`src/hdl/bcp_pkg.sv`:
```
package bcp_pkg;

	// Register byte addresses on the AXI4-Lite slave.
	localparam logic [7:0] BCP_ADDR_LOCK    = 8'h00;
	localparam logic [7:0] BCP_ADDR_CTRL    = 8'h04;
	localparam logic [7:0] BCP_ADDR_SCTIME  = 8'h08;
	localparam logic [7:0] BCP_ADDR_OCTIME  = 8'h0C;
	localparam logic [7:0] BCP_ADDR_HCTIME  = 8'h10;
	localparam logic [7:0] BCP_ADDR_UVPARAM = 8'h14;
	localparam logic [7:0] BCP_ADDR_SWITCH  = 8'h18;
	localparam logic [7:0] BCP_ADDR_FLAGS   = 8'h1C;
	localparam logic [7:0] BCP_ADDR_IRQEN   = 8'h20;
	localparam logic [7:0] BCP_ADDR_STATUS  = 8'h24;

	// Protection indices in flag, enable and control vectors.
	localparam int BCP_SC  = 0;
	localparam int BCP_DOC = 1;
	localparam int BCP_COC = 2;
	localparam int BCP_DHC = 3;
	localparam int BCP_CHC = 4;
	localparam int BCP_UVE = 5;
	localparam int BCP_UVX = 6;
	localparam int BCP_NPROT = 5;

	// Lock register fields.
	localparam int BCP_LOCK_BIT = 0;
	localparam int BCP_ARM_BIT  = 1;
	localparam int BCP_BUSY_BIT = 2;
	localparam int BCP_LOCK_WINDOW = 4;

	// Switch control register fields.
	localparam int BCP_SW_DIS = 0;
	localparam int BCP_SW_CHG = 1;
	localparam int BCP_SW_PRE = 2;
	localparam int BCP_SW_REC = 3;

	// Reset values of parameters.
	localparam logic [5:0] BCP_CTRL_RST   = 6'h3F;
	localparam logic [6:0] BCP_SCTIME_RST = 7'h10;
	localparam logic [5:0] BCP_OCTIME_RST = 6'h01;
	localparam logic [5:0] BCP_HCTIME_RST = 6'h01;
	localparam logic [15:0] BCP_UV_RST    = 16'h0000;

	// Oscillator tick weights per timing step, in oscillator ticks.
	localparam logic [15:0] BCP_SC_STEP = 16'h0001;
	localparam logic [15:0] BCP_OC_STEP = 16'h0008;
	localparam logic [15:0] BCP_HC_STEP = 16'h0020;
	localparam logic [15:0] BCP_UV_STEP = 16'h0080;

	// Guard time and timers.
	localparam int BCP_GUARD_OSC = 3;
	localparam int BCP_GUARD_CPU = 3;
	localparam int BCP_CLK_HZ = 100_000_000;
	localparam int BCP_HOLDOFF_MS = 1000;
	localparam int BCP_WARN_MS = 750;
	localparam int BCP_HOLDOFF_CYC = BCP_CLK_HZ / 1000 * BCP_HOLDOFF_MS;
	localparam int BCP_WARN_CYC = BCP_CLK_HZ / 1000 * BCP_WARN_MS;

	// AXI response codes.
	localparam logic [1:0] BCP_RESP_OK  = 2'h0;
	localparam logic [1:0] BCP_RESP_ERR = 2'h2;

	// Deep under-voltage sequence.
	typedef enum logic [1:0] {
		BCP_UV_IDLE = 2'b00,
		BCP_UV_WAIT = 2'b01,
		BCP_UV_WARN = 2'b11,
		BCP_UV_OFF  = 2'b10
	} bcp_uv_t;

endpackage : bcp_pkg

```
`src/hdl/bcp_qualify.sv`:
```
`timescale 1ns/1ps
`default_nettype none
// Qualifies one synchronised comparator level against a reaction time.
module bcp_qualify
	import bcp_pkg::*;
(
	input  wire logic        clk,
	input  wire logic        srst,
	input  wire logic        tick,
	input  wire logic        active,
	input  wire logic        level,
	input  wire logic [22:0] limit,
	output logic             fire
);

	logic [22:0] count;

	// Count oscillator ticks while the level stays high; any drop restarts.
	always_ff @(posedge clk) begin
		if (srst || !active || !level) begin
			count <= '0;
			fire  <= 1'b0;
		end else begin
			fire <= 1'b0;
			if (tick) begin
				if (count > limit) begin
					fire  <= 1'b1;
					count <= '0;
				end else begin
					count <= count + 23'h000001;
				end
			end
		end
	end

endmodule : bcp_qualify
`default_nettype wire

```
`src/hdl/bcp_top.sv`:
```
`timescale 1ns/1ps
`default_nettype none
module bcp_top
	import bcp_pkg::*;
#(
	parameter int HOLDOFF_CYC = BCP_HOLDOFF_CYC,
	parameter int WARN_CYC    = BCP_WARN_CYC
) (
	input  wire logic        clk,
	input  wire logic        srst,
	input  wire logic [7:0]  s_axi_awaddr,
	input  wire logic        s_axi_awvalid,
	output logic             s_axi_awready,
	input  wire logic [31:0] s_axi_wdata,
	input  wire logic [3:0]  s_axi_wstrb,
	input  wire logic        s_axi_wvalid,
	output logic             s_axi_wready,
	output logic [1:0]       s_axi_bresp,
	output logic             s_axi_bvalid,
	input  wire logic        s_axi_bready,
	input  wire logic [7:0]  s_axi_araddr,
	input  wire logic        s_axi_arvalid,
	output logic             s_axi_arready,
	output logic [31:0]      s_axi_rdata,
	output logic [1:0]       s_axi_rresp,
	output logic             s_axi_rvalid,
	input  wire logic        s_axi_rready,
	input  wire logic        low_power_osc,
	input  wire logic [4:0]  shunt_sense_inputs,
	input  wire logic        pack_supply_input,
	input  wire logic        charger_detect,
	output logic             discharge_switch,
	output logic             charge_switch,
	output logic             precharge_switch,
	output logic             power_off,
	output logic             undervolt_early_warning_flag,
	output logic             protect_irq
);

	logic [1:0]  osc_sync, osc_prev;
	logic [4:0]  cmp_meta, cmp_sync;
	logic [1:0]  uv_sync, chg_sync;
	logic        osc_tick;
	logic [5:0]  ctrl;
	logic [6:0]  sc_time;
	logic [5:0]  oc_time, hc_time;
	logic [15:0] undervolt_param_reg;
	logic        param_lock, param_lock_arm;
	logic [2:0]  arm_age;
	logic        param_update_busy;
	logic [1:0]  guard_osc;
	logic [1:0]  guard_cpu;
	logic [3:0]  switch_control_status_reg;
	logic [6:0]  flags, irq_en;
	logic [4:0]  trip;
	logic [4:0]  det_on;
	logic        any_trip;
	logic [31:0] hold_cnt;
	logic        holdoff;
	bcp_uv_t     uv_state;
	logic [31:0] uv_cnt;
	logic [22:0] uv_limit;
	logic        aw_held, w_held;
	logic [7:0]  aw_addr;
	logic [31:0] w_data;
	logic        wr_go;
	logic        param_addr;
	logic        uv_enter, uv_exit;

	// Scaled limit: a timing field times oscillator ticks per step.
	function automatic logic [22:0] scale(input logic [6:0] f, input logic [15:0] step);
		scale = 23'(f) * 23'(step);
	endfunction : scale

	// Two-stage synchronisers for every asynchronous pin.
	always_ff @(posedge clk) begin
		if (srst) begin
			osc_sync <= '0;
			osc_prev <= '0;
			cmp_meta <= '0;
			cmp_sync <= '0;
			uv_sync  <= '0;
			chg_sync <= '0;
		end else begin
			osc_sync <= {osc_sync[0], low_power_osc};
			osc_prev <= {osc_prev[0], osc_sync[1]};
			cmp_meta <= shunt_sense_inputs;
			cmp_sync <= cmp_meta;
			uv_sync  <= {uv_sync[0], pack_supply_input};
			chg_sync <= {chg_sync[0], charger_detect};
		end
	end

	// Sampling only on oscillator rising edges keeps qualification on that clock.
	assign osc_tick = osc_prev[0] && !osc_prev[1];

	// Detectors follow the switch they protect; recovery keeps charge ones alive.
	// The external protection input is deliberately not an input here.
	always_comb begin
		det_on[BCP_SC]  = discharge_switch && ctrl[BCP_SC];
		det_on[BCP_DOC] = discharge_switch && ctrl[BCP_DOC];
		det_on[BCP_DHC] = discharge_switch && ctrl[BCP_DHC];
		det_on[BCP_COC] = (charge_switch || switch_control_status_reg[BCP_SW_REC]) && ctrl[BCP_COC];
		det_on[BCP_CHC] = (charge_switch || switch_control_status_reg[BCP_SW_REC]) && ctrl[BCP_CHC];
	end

	// One qualifier per level; reaction times are shared in pairs, except the short-circuit one.
	for (genvar i = 0; i < BCP_NPROT; i++) begin : g_qual
		logic [22:0] lim;
		assign lim = (i == BCP_SC) ? scale(sc_time, BCP_SC_STEP) :
			(i == BCP_DOC || i == BCP_COC) ? scale({1'b0, oc_time}, BCP_OC_STEP) :
			scale({1'b0, hc_time}, BCP_HC_STEP);
		bcp_qualify u_qual (
			.clk    (clk),
			.srst   (srst),
			.tick   (osc_tick),
			.active (det_on[i]),
			.level  (cmp_sync[i]),
			.limit  (lim),
			.fire   (trip[i])
		);
	end
	assign any_trip = |trip;

	// Write channel capture: address and data taken in either order.
	always_ff @(posedge clk) begin
		if (srst) begin
			aw_held <= 1'b0;
			w_held  <= 1'b0;
			aw_addr <= '0;
			w_data  <= '0;
		end else if (wr_go) begin
			aw_held <= 1'b0;
			w_held  <= 1'b0;
		end else begin
			if (s_axi_awvalid && s_axi_awready) begin
				aw_held <= 1'b1;
				aw_addr <= s_axi_awaddr;
			end
			if (s_axi_wvalid && s_axi_wready) begin
				w_held <= 1'b1;
				w_data <= s_axi_wdata;
			end
		end
	end
	assign wr_go = aw_held && w_held && !s_axi_bvalid;
	assign param_addr = aw_addr == BCP_ADDR_CTRL || aw_addr == BCP_ADDR_SCTIME ||
		aw_addr == BCP_ADDR_OCTIME || aw_addr == BCP_ADDR_HCTIME || aw_addr == BCP_ADDR_UVPARAM;

	// Ready and write response handshakes; unmapped addresses answer an error.
	always_ff @(posedge clk) begin
		if (srst) begin
			s_axi_awready <= 1'b0;
			s_axi_wready  <= 1'b0;
			s_axi_bvalid  <= 1'b0;
			s_axi_bresp   <= BCP_RESP_OK;
		end else begin
			s_axi_awready <= !aw_held && !(s_axi_awvalid && s_axi_awready);
			s_axi_wready  <= !w_held && !(s_axi_wvalid && s_axi_wready);
			if (wr_go) begin
				s_axi_bvalid <= 1'b1;
				s_axi_bresp  <= (aw_addr <= BCP_ADDR_STATUS && aw_addr[1:0] == 2'h0) ? BCP_RESP_OK : BCP_RESP_ERR;
			end else if (s_axi_bready) begin
				s_axi_bvalid <= 1'b0;
			end
		end
	end

	// Parameter registers; writes dropped while locked or busy.
	always_ff @(posedge clk) begin
		if (srst) begin
			ctrl    <= BCP_CTRL_RST;
			sc_time <= BCP_SCTIME_RST;
			oc_time <= BCP_OCTIME_RST;
			hc_time <= BCP_HCTIME_RST;
			undervolt_param_reg <= BCP_UV_RST;
		end else if (wr_go && !param_lock && !param_update_busy && s_axi_wstrb[0]) begin
			unique case (aw_addr)
				BCP_ADDR_CTRL:    ctrl    <= w_data[5:0];
				BCP_ADDR_SCTIME:  sc_time <= w_data[6:0];
				BCP_ADDR_OCTIME:  oc_time <= w_data[5:0];
				BCP_ADDR_HCTIME:  hc_time <= w_data[5:0];
				BCP_ADDR_UVPARAM: undervolt_param_reg[7:0] <= w_data[7:0];
				default: ;
			endcase
			if (aw_addr == BCP_ADDR_UVPARAM && s_axi_wstrb[1]) begin
				undervolt_param_reg[15:8] <= w_data[15:8];
			end
		end
	end

	// Guard: three oscillator ticks then three clocks after each accepted parameter-register write.
	always_ff @(posedge clk) begin
		if (srst) begin
			param_update_busy <= 1'b0;
			guard_osc <= '0;
			guard_cpu <= '0;
		end else if (wr_go && param_addr && !param_lock && !param_update_busy) begin
			param_update_busy <= 1'b1;
			guard_osc <= 2'(BCP_GUARD_OSC);
			guard_cpu <= 2'(BCP_GUARD_CPU);
		end else if (param_update_busy) begin
			if (guard_osc != 2'h0) begin
				if (osc_tick) guard_osc <= guard_osc - 2'h1;
			end else if (guard_cpu != 2'h0) begin
				guard_cpu <= guard_cpu - 2'h1;
			end else begin
				param_update_busy <= 1'b0;
			end
		end
	end

	// Lock sequence: arm with both ones, then lock alone within the window.
	always_ff @(posedge clk) begin
		if (srst) begin
			param_lock <= 1'b0;
			param_lock_arm <= 1'b0;
			arm_age <= '0;
		end else if (wr_go && aw_addr == BCP_ADDR_LOCK && !param_lock) begin
			if (w_data[BCP_ARM_BIT] && w_data[BCP_LOCK_BIT]) begin
				param_lock_arm <= 1'b1;
				arm_age <= '0;
			end else if (param_lock_arm && w_data[BCP_LOCK_BIT]) begin
				param_lock <= 1'b1;
				param_lock_arm <= 1'b0;
			end else begin
				param_lock_arm <= 1'b0;
			end
		end else if (param_lock_arm) begin
			arm_age <= arm_age + 3'h1;
			if (arm_age == 3'(BCP_LOCK_WINDOW - 1)) param_lock_arm <= 1'b0;
		end
	end

	// Hold-off timer restarts on every trip.
	always_ff @(posedge clk) begin
		if (srst) begin
			hold_cnt <= '0;
		end else if (any_trip) begin
			hold_cnt <= 32'(HOLDOFF_CYC);
		end else if (hold_cnt != 32'h0) begin
			hold_cnt <= hold_cnt - 32'h1;
		end
	end
	assign holdoff = hold_cnt != 32'h0;

	// Switch enables: trips and power-off win; software only re-enables after hold-off.
	always_ff @(posedge clk) begin
		if (srst) begin
			switch_control_status_reg <= 4'h0;
		end else if (uv_state == BCP_UV_OFF) begin
			switch_control_status_reg <= 4'h0;
		end else if (any_trip) begin
			switch_control_status_reg[BCP_SW_DIS] <= 1'b0;
			switch_control_status_reg[BCP_SW_CHG] <= 1'b0;
		end else if (wr_go && aw_addr == BCP_ADDR_SWITCH) begin
			switch_control_status_reg[BCP_SW_PRE] <= w_data[BCP_SW_PRE];
			switch_control_status_reg[BCP_SW_REC] <= w_data[BCP_SW_REC];
			if (!holdoff) begin
				switch_control_status_reg[BCP_SW_DIS] <= w_data[BCP_SW_DIS];
				switch_control_status_reg[BCP_SW_CHG] <= w_data[BCP_SW_CHG];
			end
		end
	end
	assign discharge_switch = switch_control_status_reg[BCP_SW_DIS];
	assign charge_switch    = switch_control_status_reg[BCP_SW_CHG];
	assign precharge_switch = switch_control_status_reg[BCP_SW_PRE];

	// Deep under-voltage: delay from the parameter register, warning, then off.
	assign uv_limit = scale(undervolt_param_reg[14:8], BCP_UV_STEP);
	always_ff @(posedge clk) begin
		if (srst) begin
			uv_state <= BCP_UV_IDLE;
			uv_cnt   <= '0;
		end else begin
			unique case (uv_state)
				BCP_UV_IDLE: begin
					uv_cnt <= '0;
					if (uv_sync[1] && ctrl[BCP_UVE]) uv_state <= BCP_UV_WAIT;
				end
				BCP_UV_WAIT: begin
					if (!uv_sync[1] || !ctrl[BCP_UVE]) begin
						uv_state <= BCP_UV_IDLE;
					end else if (osc_tick) begin
						if (uv_cnt[22:0] > uv_limit) begin
							uv_state <= BCP_UV_WARN;
							uv_cnt   <= '0;
						end else begin
							uv_cnt <= uv_cnt + 32'h1;
						end
					end
				end
				BCP_UV_WARN: begin
					uv_cnt <= uv_cnt + 32'h1;
					if (uv_cnt >= 32'(WARN_CYC - 1)) uv_state <= BCP_UV_OFF;
				end
				BCP_UV_OFF: begin
					if (chg_sync[1]) uv_state <= BCP_UV_IDLE;
				end
			endcase
		end
	end
	// Power-off pin is registered so the pin never glitches while the state code changes.
	always_ff @(posedge clk) begin
		if (srst) begin
			power_off <= 1'b0;
		end else begin
			power_off <= uv_state == BCP_UV_OFF;
		end
	end
	assign undervolt_early_warning_flag = flags[BCP_UVE];

	assign uv_enter = uv_state == BCP_UV_WAIT && osc_tick && uv_cnt[22:0] > uv_limit;
	assign uv_exit  = uv_state == BCP_UV_WARN && !uv_sync[1];

	// Sticky flags: set wins over a zero write; entry only for current trips and under-voltage entry and exit.
	always_ff @(posedge clk) begin
		if (srst) begin
			flags  <= '0;
			irq_en <= '0;
		end else begin
			if (wr_go && aw_addr == BCP_ADDR_IRQEN) irq_en <= w_data[6:0];
			flags <= ((wr_go && aw_addr == BCP_ADDR_FLAGS) ? (flags & w_data[6:0]) : flags)
				| {uv_exit, uv_enter, trip};
		end
	end
	// Interrupt request is registered; it lags the flags by one clock.
	always_ff @(posedge clk) begin
		if (srst) begin
			protect_irq <= 1'b0;
		end else begin
			protect_irq <= |(flags & irq_en);
		end
	end

	// Read channel: one cycle latency, error on unmapped address.
	always_ff @(posedge clk) begin
		if (srst) begin
			s_axi_arready <= 1'b0;
			s_axi_rvalid  <= 1'b0;
			s_axi_rdata   <= '0;
			s_axi_rresp   <= BCP_RESP_OK;
		end else begin
			s_axi_arready <= !s_axi_rvalid && !(s_axi_arvalid && s_axi_arready);
			if (s_axi_arvalid && s_axi_arready) begin
				s_axi_rvalid <= 1'b1;
				s_axi_rresp  <= BCP_RESP_OK;
				unique case (s_axi_araddr)
					BCP_ADDR_LOCK:    s_axi_rdata <= {29'h0, param_update_busy, param_lock_arm, param_lock};
					BCP_ADDR_CTRL:    s_axi_rdata <= {26'h0, ctrl};
					BCP_ADDR_SCTIME:  s_axi_rdata <= {25'h0, sc_time};
					BCP_ADDR_OCTIME:  s_axi_rdata <= {26'h0, oc_time};
					BCP_ADDR_HCTIME:  s_axi_rdata <= {26'h0, hc_time};
					BCP_ADDR_UVPARAM: s_axi_rdata <= {16'h0, undervolt_param_reg};
					BCP_ADDR_SWITCH:  s_axi_rdata <= {27'h0, holdoff, switch_control_status_reg};
					BCP_ADDR_FLAGS:   s_axi_rdata <= {25'h0, flags};
					BCP_ADDR_IRQEN:   s_axi_rdata <= {25'h0, irq_en};
					BCP_ADDR_STATUS:  s_axi_rdata <= {24'h0, cmp_sync, power_off, uv_state};
					default: begin
						s_axi_rdata <= '0;
						s_axi_rresp <= BCP_RESP_ERR;
					end
				endcase
			end else if (s_axi_rready) begin
				s_axi_rvalid <= 1'b0;
			end
		end
	end

endmodule : bcp_top
`default_nettype wire

```
`config.mk`:
```
export PLATFORM = sky130hd
export DESIGN_NAME = bcp_top
export DESIGN_NICKNAME = d
export VERILOG_FILES = /design/src/hdl/bcp_pkg.sv /design/src/hdl/bcp_qualify.sv /design/src/hdl/bcp_top.sv
export SDC_FILE = /design/constraint.sdc
export NUM_CORES = 1
export LEC_CHECK = 0
export CORE_MARGIN = 4
export CORE_UTILIZATION = 57
export DETAILED_ROUTE_END_ITERATION = 16
export DONT_BUFFER_PORTS = 1
export HOLD_SLACK_MARGIN = 0.05
export PLACE_DENSITY = 0.82
export SYNTH_ARGS = -nofsm -noshare
export SYNTH_HDL_FRONTEND = slang
export SYNTH_HIERARCHICAL = 1
export SYNTH_SLANG_ARGS = --single-unit
```
`constraint.sdc`:
```
create_clock -name clk -period 2.6 [get_ports clk]
set_clock_uncertainty 0.1 [all_clocks]
set_input_delay 0.39 -clock clk [delete_from_list [all_inputs] [get_ports clk]]
set_output_delay 0.39 -clock clk [all_outputs]
set_load 0.005 [all_outputs]
```
==> reports/results.tsv, run 1 <==
metric	value	unit
status	completed	
# rows	65	
class of the most critical setup path	reg2reg	
Clk pwr share	39.7	%
Seq pwr share	40.4	%
area of the core	0.0319	mm^2
Total Power	13.4	mW
asr flop ratio synth	0	%
placed insts	2619	
sw power	3.70	mW
Num CTS Buffers	35	
Ports	114	
Power Dens Cells	626	mW/mm^2
setup ws final	35.0	ps
Post-Synthesis Cells	2106	
Residual DRC	0	
Critical Path Fanout Max	7	
ANT nets after route	0	
pre-CTS WS	-139	ps
nature of the critical path endpoint	flip-flop	
most flop-heavy register	g_qual.u_qual/count	
Peak VDD IR	0.718	mV
final hold viol count	0	
# setup viols final	0	
Int Power	9.69	mW
DP HPWL	32600	um
sequential cell area fraction in the yosys report	34.9	%
fin area	0.0214	mm^2
Comb pwr share	20.0	%
TritonRoute pass-1 iters	6	
CTS tree	yes	
Synth Cell Area	0.0186	mm^2
Total Wirelength	47200	um
area grow syn2layout	15.1	%
vias per cell	5.87	
final non-filler cell total	2728	
number of DRC markers in iteration 0	1342	
Avg Inst Size Synth	8.82	um^2
WP data arrival	2920	ps
final net count	2472	
leakage power	7.58	nW
RD Place Congestion	0.944	
Clock transition at path regs	60	ps
max cap viols	0	
H-tree depth	2	
RSZ-0062 raised after global routing	yes	
clk_lat worst skew	520	ps
initial core utilization	58.2	%
post-synth cell types	87	
first-pass GRT wire length	77900	um
vias in the first global route	16100	
Overflow after GRT	0	
Fillers	2466	
I/O Buffers	0	
Min Clock Period, post-route	2560	ps
startpoint class of the critical path	flip-flop	
GR Util All Layers	25.7	%
Die X-Extent	188	um
largest net degree at the start of global routing	117	
switching part of the total	27.7	%
fmax	390	MHz
max reg flops	115	
Die Ht	188	um
Max clock buf depth	3	
DP Area	0.0196	mm^2
Die ar.	0.0355	mm^2
initial antenna violation count	1	
Yosys reg bits	324	
Synth Flop Type	dfxtp_1	
synth warn	6	
type of the most critical hold path	in2reg	
Largest regs	g_qual.u_qual/count: 115 flops, hold_cnt: 32 flops, uv_cnt: 32 flops	
post-route clock period utilization	98.7	%
Critical Path RT	2950	ps
share of cells above drive strength 1	13.5	%
WL per Instance	17.3	um
root buffer cell	clkbuf_16	
Slew @ Worst Pin	1030	ps
CTS Sinks	324	
detailed-route via count	16000	
Slew headroom	31.2	%
number of flops mapped to enable cells by yosys	0	
max-slew violation count	0	
cell type report:
class,count,area (um^2),share of cell area [%]
Clock buffer,46,1020,4.76
Inverter,174,653,3.05
Multi-Input combinational cell,1614,11400,53.1
Antenna cell,1,2.50,0.0117
Clock inverter,13,208,0.971
Sequential cell,324,6490,30.3
Tap cell,435,544,2.55
Timing Repair Buffer,121,1110,5.18
layout by cell type (no fill, tap or decap), types with 10 or more instances in the layout:
cell / instances
clkbuf_16: 36
nor2b_1: 34
and2_1: 24
a31oi_1: 16
or3_1: 25
nand4_2: 10
xor2_1: 41
and3_1: 14
nor3_1: 68
o21ai_0: 61
nand3b_1: 13
dfxtp_1: 323
nand3_1: 73
ha_1: 135
o31ai_1: 12
a21oi_1: 133
and4_1: 21
buf_4: 68
nor4_1: 24
conb_1: 102
inv_1: 173
a211oi_1: 10
or4_1: 19
dlygate4sd3_1: 47
a22oi_1: 29
nor3_2: 81
nor2_1: 144
a211oi_2: 20
nand2b_1: 10
xnor2_1: 86
nand4_1: 60
nand2_1: 155
mux2i_1: 57
per-layer routing:
metal | track usage [%] | wire length, um
met1 | 30.8 | 19000
met2 | 46.0 | 23500
met5 | 0 | 21
met4 | 9.45 | 1690
met3 | 4.85 | 2910
synth_stat cells, types with 16 or more instances:
master    instances  area (um^2)
and2_1           24          150
nand2_1         155          582
ha_1            135         1690
a211oi_2         20          250
xor2_1           41          359
and4_1           21          184
a31oi_1          16          100
nor4_1           24          150
nor2b_1          34          213
nor3_1           68          340
nand4_1          60          375
dfxtp_1         324         6490
nor3_2           81          811
inv_1           173          649
nand3_1          75          375
a22oi_1          29          218
buf_4            20          150
o21ai_0          61          305
mux2i_1          57          571
a21oi_1         135          676
xnor2_1          86          753
nor2_1          144          541
clkbuf_1         53          199
or3_1            27          169
or4_1            23          173
path summary, 6_finish.rpt:
kind,from,end,slack (ps),depth (start not counted)
setup / recovery,hold_cnt[12],hold_cnt[30],40,5
hold / removal,s_axi_araddr[3],s_axi_rdata[1],70,3
setup reg to reg,hold_cnt[12],hold_cnt[30],40,5
hold reg to reg,cmp_meta[4],cmp_sync[4],360,1
per-stage QoR:
stage | hold slack [ps] | util (%) | TNS, ps
after detailed placement | 336 | 61.5 | -330
after CTS | 54.8 | 66.9 | 0
after floorplan | 314 | - | -50.7
final | 74.9 | 67.1 | 0
after global placement | 318 | 61.5 | -103
after global routing | 89.1 | 67.1 | -11.9
worst max-delay path, stage by stage, from the launching register on:
cell and delay (ps):
dfxtp_2 320, or4_4 530, or3_4 410, or4b_4 560
or4_4 440, a21oi_2 140
kinds of logic after synthesis:
group,Yosys count,share of synthesized area (%)
AO/OA/AOI/OAI,352,12.9
XOR/XNOR,127,5.99
adder cells (fa/ha/maj),135,9.10
buffers and inverters,269,6.28
flip-flops,324,34.9
multiplexers,66,3.74
other,1,0.0202
AND/OR/NAND/NOR,832,27.0
what timing repair did:
action                                  4_1_cts  5_1_grt
buffers inserted                              0        1
endpoints found under the hold margin       130        0
endpoints found under the setup margin        4        8
hold buffers                                 48        0
resized for setup                             2       12
pin swaps                                     1        2
power by group through the flow:
stage / Combinational [mW] / Sequential, mW / Clock (mW)
global route: 2.96 / 5.43 / 5.57
global placement: 2.26 / 5.48 / 0
detailed placement: 2.37 / 5.49 / 0
finish: 2.67 / 5.40 / 5.31
floorplan: 1.70 / 5.45 / 0
CTS: 2.52 / 5.39 / 5.36
(Power assumes the default switching activity.)
==> inputs of run 2 (changes only) <==
--- a/config.mk
+++ b/config.mk
@@ -5,12 +5,13 @@
 export SDC_FILE = /design/constraint.sdc
 export NUM_CORES = 1
 export LEC_CHECK = 0
+export ABC_AREA = 1
 export CORE_MARGIN = 4
 export CORE_UTILIZATION = 57
 export DETAILED_ROUTE_END_ITERATION = 16
 export DONT_BUFFER_PORTS = 1
 export HOLD_SLACK_MARGIN = 0.05
-export PLACE_DENSITY = 0.82
+export PLACE_DENSITY = 0.75
 export SYNTH_ARGS = -nofsm -noshare
 export SYNTH_HDL_FRONTEND = slang
 export SYNTH_HIERARCHICAL = 1
==> run 2 against run 1 <==
  * Register-to-register slack gained 350 ps
  * Design area up 3.9%
  * Non-clock buffer count decreased by 60
  * Critical path type unchanged
  * Highest routed layer unchanged
==> reports/results.tsv, run 2 <==
metric	value	unit	change
Largest regs	g_qual.u_qual/count: 115 flops, hold_cnt: 32 flops, uv_cnt: 32 flops		unchanged
Slew headroom	44.4	%	was 31.2%
reg2reg setup slack	390	ps	was 40 ps
top cells by area, synth	dfxtp_1 33%, nand2_1 13%, inv_1 9.5%, ha_1 8.5%, nor2_1 7.3%		was dfxtp_1 35%, ha_1 9.1%, nor3_2 4.4%, xnor2_1 4.1%, a21oi_1 3.6%
H-tree depth	2		unchanged
Die X-Extent	195	um	was 188 um
clk_lat worst skew	540	ps	was 520 ps
CTS Sinks	324		unchanged
Die ar.	0.0380	mm^2	was 0.0355 mm^2
Synth Flop Type	dfxtp_1		unchanged
Num CTS Buffers	37		was 35
cts hold-fix bufs	38		was 48
post-synth cell types	57		was 87
initial core utilization	57.7	%	was 58.2%
RD Place Congestion	0.910		was 0.944
Power Dens Cells	624	mW/mm^2	was 626 mW/mm^2
commonest non-fill, non-tap cells in the layout	678 x nand2_1, 504 x inv_1, 385 x nor2_1		was 323 x dfxtp_1, 173 x inv_1, 155 x nand2_1
GR Util All Layers	25.3	%	was 25.7%
post-route clock period utilization	85.0	%	was 98.7%
Post-CTS Setup Bufs	0		unchanged
Total Wirelength	48900	um	was 47200 um
status	completed		unchanged
leakage power	10.4	nW	was 7.58 nW
commonest non-fill, non-tap cell in the layout	nand2_1		was dfxtp_1
max-slew violation count	0		unchanged
root buffer cell	clkbuf_16		unchanged
max cap viols	0		unchanged
synth warn	6		unchanged
DP HPWL	36100	um	was 32600 um
asr flop ratio synth	0	%	unchanged
final net count	3296		was 2472
Critical Path Fanout Max	15		was 7
Yosys reg bits	324		unchanged
CTS tree	yes		unchanged
final non-filler cell total	3577		was 2728
most flop-heavy register	g_qual.u_qual/count		unchanged
synth cell count leaders	678 x nand2_1, 505 x inv_1, 385 x nor2_1		was 324 x dfxtp_1, 173 x inv_1, 155 x nand2_1
detailed-route via count	18300		was 16000
I/O Buffers	0		unchanged
Ports	114		unchanged
WL per Instance	13.7	um	was 17.3 um
top cell type's share of synthesized area	32.6	%	was 34.9%
area of the core	0.0345	mm^2	was 0.0319 mm^2
ANT nets after route	0		unchanged
RSZ-0062 raised after global routing	no		was yes
# setup viols final	0		unchanged
area grow syn2layout	11.6	%	was 15.1%
Die Ht	195	um	was 188 um
first-pass GRT wire length	82600	um	was 77900 um
initial antenna violation count	3		was 1
area leader, netlist	dfxtp_1		unchanged
# rows	68		was 65
Synth Cell Area	0.0199	mm^2	was 0.0186 mm^2
Min Clock Period, post-route	2210	ps	was 2560 ps
number of DRC markers in iteration 0	1135		was 1342
max reg flops	115		unchanged
Critical Path RT	2900	ps	was 2950 ps
placed insts	3471		was 2619
TritonRoute pass-1 iters	6		unchanged
Peak VDD IR	0.924	mV	was 0.718 mV
sequential cell area fraction in the yosys report	32.6	%	was 34.9%
share of cells above drive strength 1	8.04	%	was 13.5%
Slew @ Worst Pin	829	ps	was 1030 ps
startpoint class of the critical path	flip-flop		unchanged
vias per cell	5.13		was 5.87
Post-Synthesis Cells	2963		was 2106
final hold viol count	0		unchanged
Residual DRC	0		unchanged
WP data arrival	2510	ps	was 2920 ps
fmax	452	MHz	was 390 MHz
type of the most critical hold path	in2reg		unchanged
Avg Inst Size Synth	6.72	um^2	was 8.82 um^2
Fillers	3079		was 2466
Clock transition at path regs	60	ps	about the same
number of flops mapped to enable cells by yosys	0		unchanged
largest net degree at the start of global routing	71		was 117
nature of the critical path endpoint	flip-flop		unchanged
Overflow after GRT	0		unchanged
class of the most critical setup path	reg2reg		unchanged
Max clock buf depth	3		unchanged
setup_tns	0	ps	unchanged
Post-CTS Resized	0		was 2
vias in the first global route	17800		was 16100
cell with the most instances after synthesis	nand2_1		was dfxtp_1
## run 2: metal layers
layer	routed length (um)	global-route usage (%)	up-vias
li1	-	-	9462
met1	21400	31.7	8338
met2	23400	44.7	427
met3	2480	3.59	120
met4	1610	8.46	2
met5	8	0	-
## run 2: path summary, 6_finish.rpt
| check | from | endpoint | depth (start not counted) |
|---|---|---|---|
| worst min-delay path | srst | g_qual[4].u_qual/count[1] | 3 |
| worst max-delay path | oc_time[3] | g_qual[2].u_qual/count[21] | 11 |
| worst min register to register | osc_sync[0] | osc_sync[1] | 2 |
| worst max register to register | oc_time[3] | g_qual[2].u_qual/count[21] | 11 |
## run 2: through the flow
stage          worst slack [ps]  power [mW]  area, um^2  util [%]  hold WS (ps)
5_1_grt                     160        14.6       22200      64.3          84.5
2_1_floorplan               855        7.97       20300         -           288
4_1_cts                     388        13.9       22200      64.3          52.1
6_report                    389        13.9       22200      64.3          83.6
3_3_place_gp                466        8.49       20600      59.6           290
3_5_place_dp                393        8.58       20600      59.6           292
## run 2: cell families (layout without fill, tap and decap cells)
group	count (synthesis)	count (layout)	synth area share [%]
other	1	104	0.0188
and+or+nand+nor	1502	1502	34.7
xor gates and xnor gates	73	73	3.21
AOI/OAI and AO/OA	329	329	8.74
adders and majority gates	135	135	8.48
buffers and inverters	599	655	12.3
DFF	324	324	32.6
## run 2: where the power goes
part	switching (mW)	internal (mW)	total [mW]
clock	2.12	3.13	5.25
sequential	0.272	5.24	5.51
combinational	2.10	0.999	3.10
total	4.49	9.36	13.9
## run 2: worst max-delay path, cell delays in order (launching register included)
cell and delay, ps:
dfxtp_1 380, inv_1 60, ha_1 290, nand2_1 90
nor2_1 220, nand2_1 80, nand2_1 70, nand2_1 60
nand3_2 80, nand3_2 280, nand2_2 310, nor2_1 80
## run 2: layout make-up
class,count,area [um^2],share of cell area (%)
multi-input cells,2141,11400,51.1
flip-flops and latches,324,6490,29.2
repair buffers,61,586,2.63
diodes,2,5.00,0.0225
clock buffers,50,1040,4.70
clock inverters,15,181,0.816
well taps,455,569,2.56
inverters,529,1990,8.95
==> inputs of run 3 (changes only) <==
--- a/config.mk
+++ b/config.mk
@@ -5,7 +5,6 @@
 export SDC_FILE = /design/constraint.sdc
 export NUM_CORES = 1
 export LEC_CHECK = 0
-export ABC_AREA = 1
 export CORE_MARGIN = 4
 export CORE_UTILIZATION = 57
 export DETAILED_ROUTE_END_ITERATION = 16
@@ -14,5 +13,4 @@
 export PLACE_DENSITY = 0.75
 export SYNTH_ARGS = -nofsm -noshare
 export SYNTH_HDL_FRONTEND = slang
-export SYNTH_HIERARCHICAL = 1
 export SYNTH_SLANG_ARGS = --single-unit
==> run 3 against run 2 <==
  * Via count down 31%
  * Sequential power down 3%
  * Critical path type unchanged
  * Critical endpoint is now hc_time[1]
  * Largest power group unchanged
  * Utilization up 1.9 points
  * Non-clock buffer count up 36
==> reports/results.tsv, run 3 <==
metric	value	unit	change
sw power	3.26	mW	was 4.49 mW
WP data arrival	2790	ps	was 2510 ps
RSZ-0062 raised after global routing	no		unchanged
synth cell count leaders	324 x dfxtp_1, 241 x nor2_1, 172 x nand2_1		was 678 x nand2_1, 505 x inv_1, 385 x nor2_1
Avg Inst Size Synth	8.60	um^2	was 6.72 um^2
Max clock buf depth	3		unchanged
Min Clock Period, post-route	2510	ps	was 2210 ps
type of the most critical hold path	in2reg		unchanged
most flop-heavy register	g_qual.u_qual.count		was g_qual.u_qual/count
fmax	398	MHz	was 452 MHz
DP Area	0.0156	mm^2	was 0.0206 mm^2
Seq pwr share	43.2	%	was 39.7%
Num CTS Buffers	34		was 37
Total Wirelength	37400	um	was 48900 um
Post-Synthesis Cells	1763		was 2963
initial core utilization	58.0	%	was 57.7%
cell with the most instances after synthesis	dfxtp_1		was nand2_1
number of flops mapped to enable cells by yosys	0		unchanged
vias in the first global route	12100		was 17800
Peak VDD IR	0.485	mV	was 0.924 mV
area of the core	0.0261	mm^2	was 0.0345 mm^2
TritonRoute pass-1 iters	5		was 6
ANT nets after route	0		unchanged
post-synth cell types	80		was 57
WL per Instance	17.1	um	was 13.7 um
status	completed		unchanged
vias per cell	5.82		was 5.13
DP HPWL	25400	um	was 36100 um
reg2reg setup slack	90	ps	was 390 ps
Core Util, Final	66.3	%	was 64.3%
# rows	59		was 68
Yosys reg bits	324		unchanged
class of the most critical setup path	reg2reg		unchanged
area leader, netlist	dfxtp_1		unchanged
asr flop ratio synth	0	%	unchanged
switching part of the total	26.3	%	was 32.4%
post-route clock period utilization	96.6	%	was 85.0%
Critical Path RT	2880	ps	was 2900 ps
first-pass GRT wire length	60200	um	was 82600 um
Slew @ Worst Pin	752	ps	was 829 ps
top cell type's share of synthesized area	42.8	%	was 32.6%
CTS Sinks	324		unchanged
final net count	1943		was 3296
Overflow after GRT	0		unchanged
max reg flops	115		unchanged
Slew headroom	49.2	%	was 44.4%
Int Power	9.12	mW	was 9.36 mW
# diodes	0		was 2
sequential cell area fraction in the yosys report	42.8	%	was 32.6%
pre-CTS WS	152	ps	was 393 ps
hold slack	64.8	ps	was 83.6 ps
top cells by area, synth	dfxtp_1 43%, nor2_1 6.0%, xor2_1 5.0%, ha_1 4.5%, nand2_1 4.3%		was dfxtp_1 33%, nand2_1 13%, inv_1 9.5%, ha_1 8.5%, nor2_1 7.3%
setup ws final	89.7	ps	was 389 ps
CTS tree	yes		unchanged
nature of the critical path endpoint	flip-flop		unchanged
Die X-Extent	171	um	was 195 um
number of DRC markers in iteration 0	918		was 1135
# setup viols final	0		unchanged
I/O Buffers	0		unchanged
H-tree depth	2		unchanged
root buffer cell	clkbuf_16		unchanged
clk_lat worst skew	510	ps	was 540 ps
synth warn	0		was 6
Largest regs	g_qual.u_qual.count: 115 flops, hold_cnt: 32 flops, uv_cnt: 32 flops		was g_qual.u_qual/count: 115 flops, hold_cnt: 32 flops, uv_cnt: 32 flops
initial antenna violation count	1		was 3
Ports	114		unchanged
RD Place Congestion	0.932		was 0.910
Synth Flop Type	dfxtp_1		unchanged
detailed-route via count	12700		was 18300
Power Dens Cells	715	mW/mm^2	was 624 mW/mm^2
commonest non-fill, non-tap cell in the layout	dfxtp_1		was nand2_1
max cap viols	0		unchanged
max-slew violation count	0		unchanged
GR Util All Layers	24.9	%	was 25.3%
Post-CTS Setup Bufs	0		unchanged
largest net degree at the start of global routing	118		was 71
leakage power	6.11	nW	was 10.4 nW
fin area	0.0173	mm^2	was 0.0222 mm^2
Synth Cell Area	0.0152	mm^2	was 0.0199 mm^2
Die Ht	171	um	was 195 um
Clock transition at path regs	60	ps	about the same
Die ar.	0.0293	mm^2	was 0.0380 mm^2
Critical Path Fanout Max	6		was 15
commonest non-fill, non-tap cells in the layout	324 x dfxtp_1, 241 x nor2_1, 172 x nand2_1		was 678 x nand2_1, 504 x inv_1, 385 x nor2_1
Comb pwr share	15.9	%	was 22.4%
area grow syn2layout	14.3	%	was 11.6%
Clk pwr share	40.9	%	was 37.9%
share of cells above drive strength 1	7.26	%	was 8.04%
Residual DRC	0		unchanged
startpoint class of the critical path	flip-flop		unchanged
final hold viol count	0		unchanged
setup_tns	0	ps	unchanged
run 3: changes by cell type after synthesis, moves of 34 or more:
cell,before,now
o21ai_0,110,26
nand2_1,678,172
nor2_1,385,241
xnor2_1,16,69
inv_1,505,67
ha_1,135,55
mux2i_1,0,55
nor2_2,49,0
a21oi_1,169,87
nand3_1,195,80
nor2b_1,0,34
clkbuf_1,19,65
run 3: final timing paths:
kind	startpoint	endpoint	depth (start not counted)
worst min-delay path	s_axi_araddr[4]	s_axi_rdata[3]	3
worst max register to register	aw_addr[5]	hc_time[1]	8
worst max-delay path	aw_addr[5]	hc_time[1]	8
worst min register to register	w_data[15]	w_data[15]	2
run 3: area by class of cell:
cell class / count / area (um^2)
fill: 2110 / 8810
multi-input combinational: 1297 / 8090
sequential: 324 / 6490
clock buffer: 52 / 1060
timing repair buffer: 97 / 888
tap: 335 / 419
inverter: 67 / 251
clock inverter: 9 / 120
run 3: critical path: stages, from the launching register on:
cell	delay, ps
dfxtp_1	340
or3_1	450
nor2_1	150
nand2_1	100
nor4_2	140
buf_4	240
mux2i_1	220
nor2_1	60
dlygate4sd3_1	570
run 3: metrics by stage:
stage / power, mW / std cells
2_1_floorplan: 6.90 / 1780
3_3_place_gp: 7.23 / 2068
3_5_place_dp: 7.28 / 2068
4_1_cts: 12.4 / 2181
5_1_grt: 12.9 / 2181
6_report: 12.4 / 2181
run 3: cells by family after synthesis:
group,after synthesis,share of synthesized area (%)
buffers and inverters,159,4.44
flip-flops,324,42.8
XOR/XNOR,156,9.01
AO/OA/AOI/OAI,204,8.84
other,1,0.0247
multiplexers,57,3.78
adder cells (fa/ha/maj),55,4.54
AND/OR/NAND/NOR,807,26.6
run 3: what timing repair did:
action | 4_1_cts | 5_1_grt
hold buffers | 52 | 0
endpoints found under the hold margin | 137 | 0
setup endpoints to repair | 0 | 9
gates resized for setup | 0 | 4
run 3: routing by layer:
layer | wire, um | vias to the layer above | GRT usage, %
li1 | - | 6215 | -
met3 | 2620 | 89 | 5.48
met5 | 7 | - | 0
met2 | 16800 | 381 | 39.7
met1 | 16700 | 6008 | 33.1
met4 | 1320 | 2 | 9.44
run 3: power groups by stage:
stage / clock [mW] / sequential, mW / combinational (mW)
floorplan: 0 / 5.39 / 1.51
global placement: 0 / 5.44 / 1.79
detailed placement: 0 / 5.46 / 1.82
CTS: 5.13 / 5.35 / 1.93
global route: 5.37 / 5.37 / 2.15
finish: 5.06 / 5.35 / 1.96
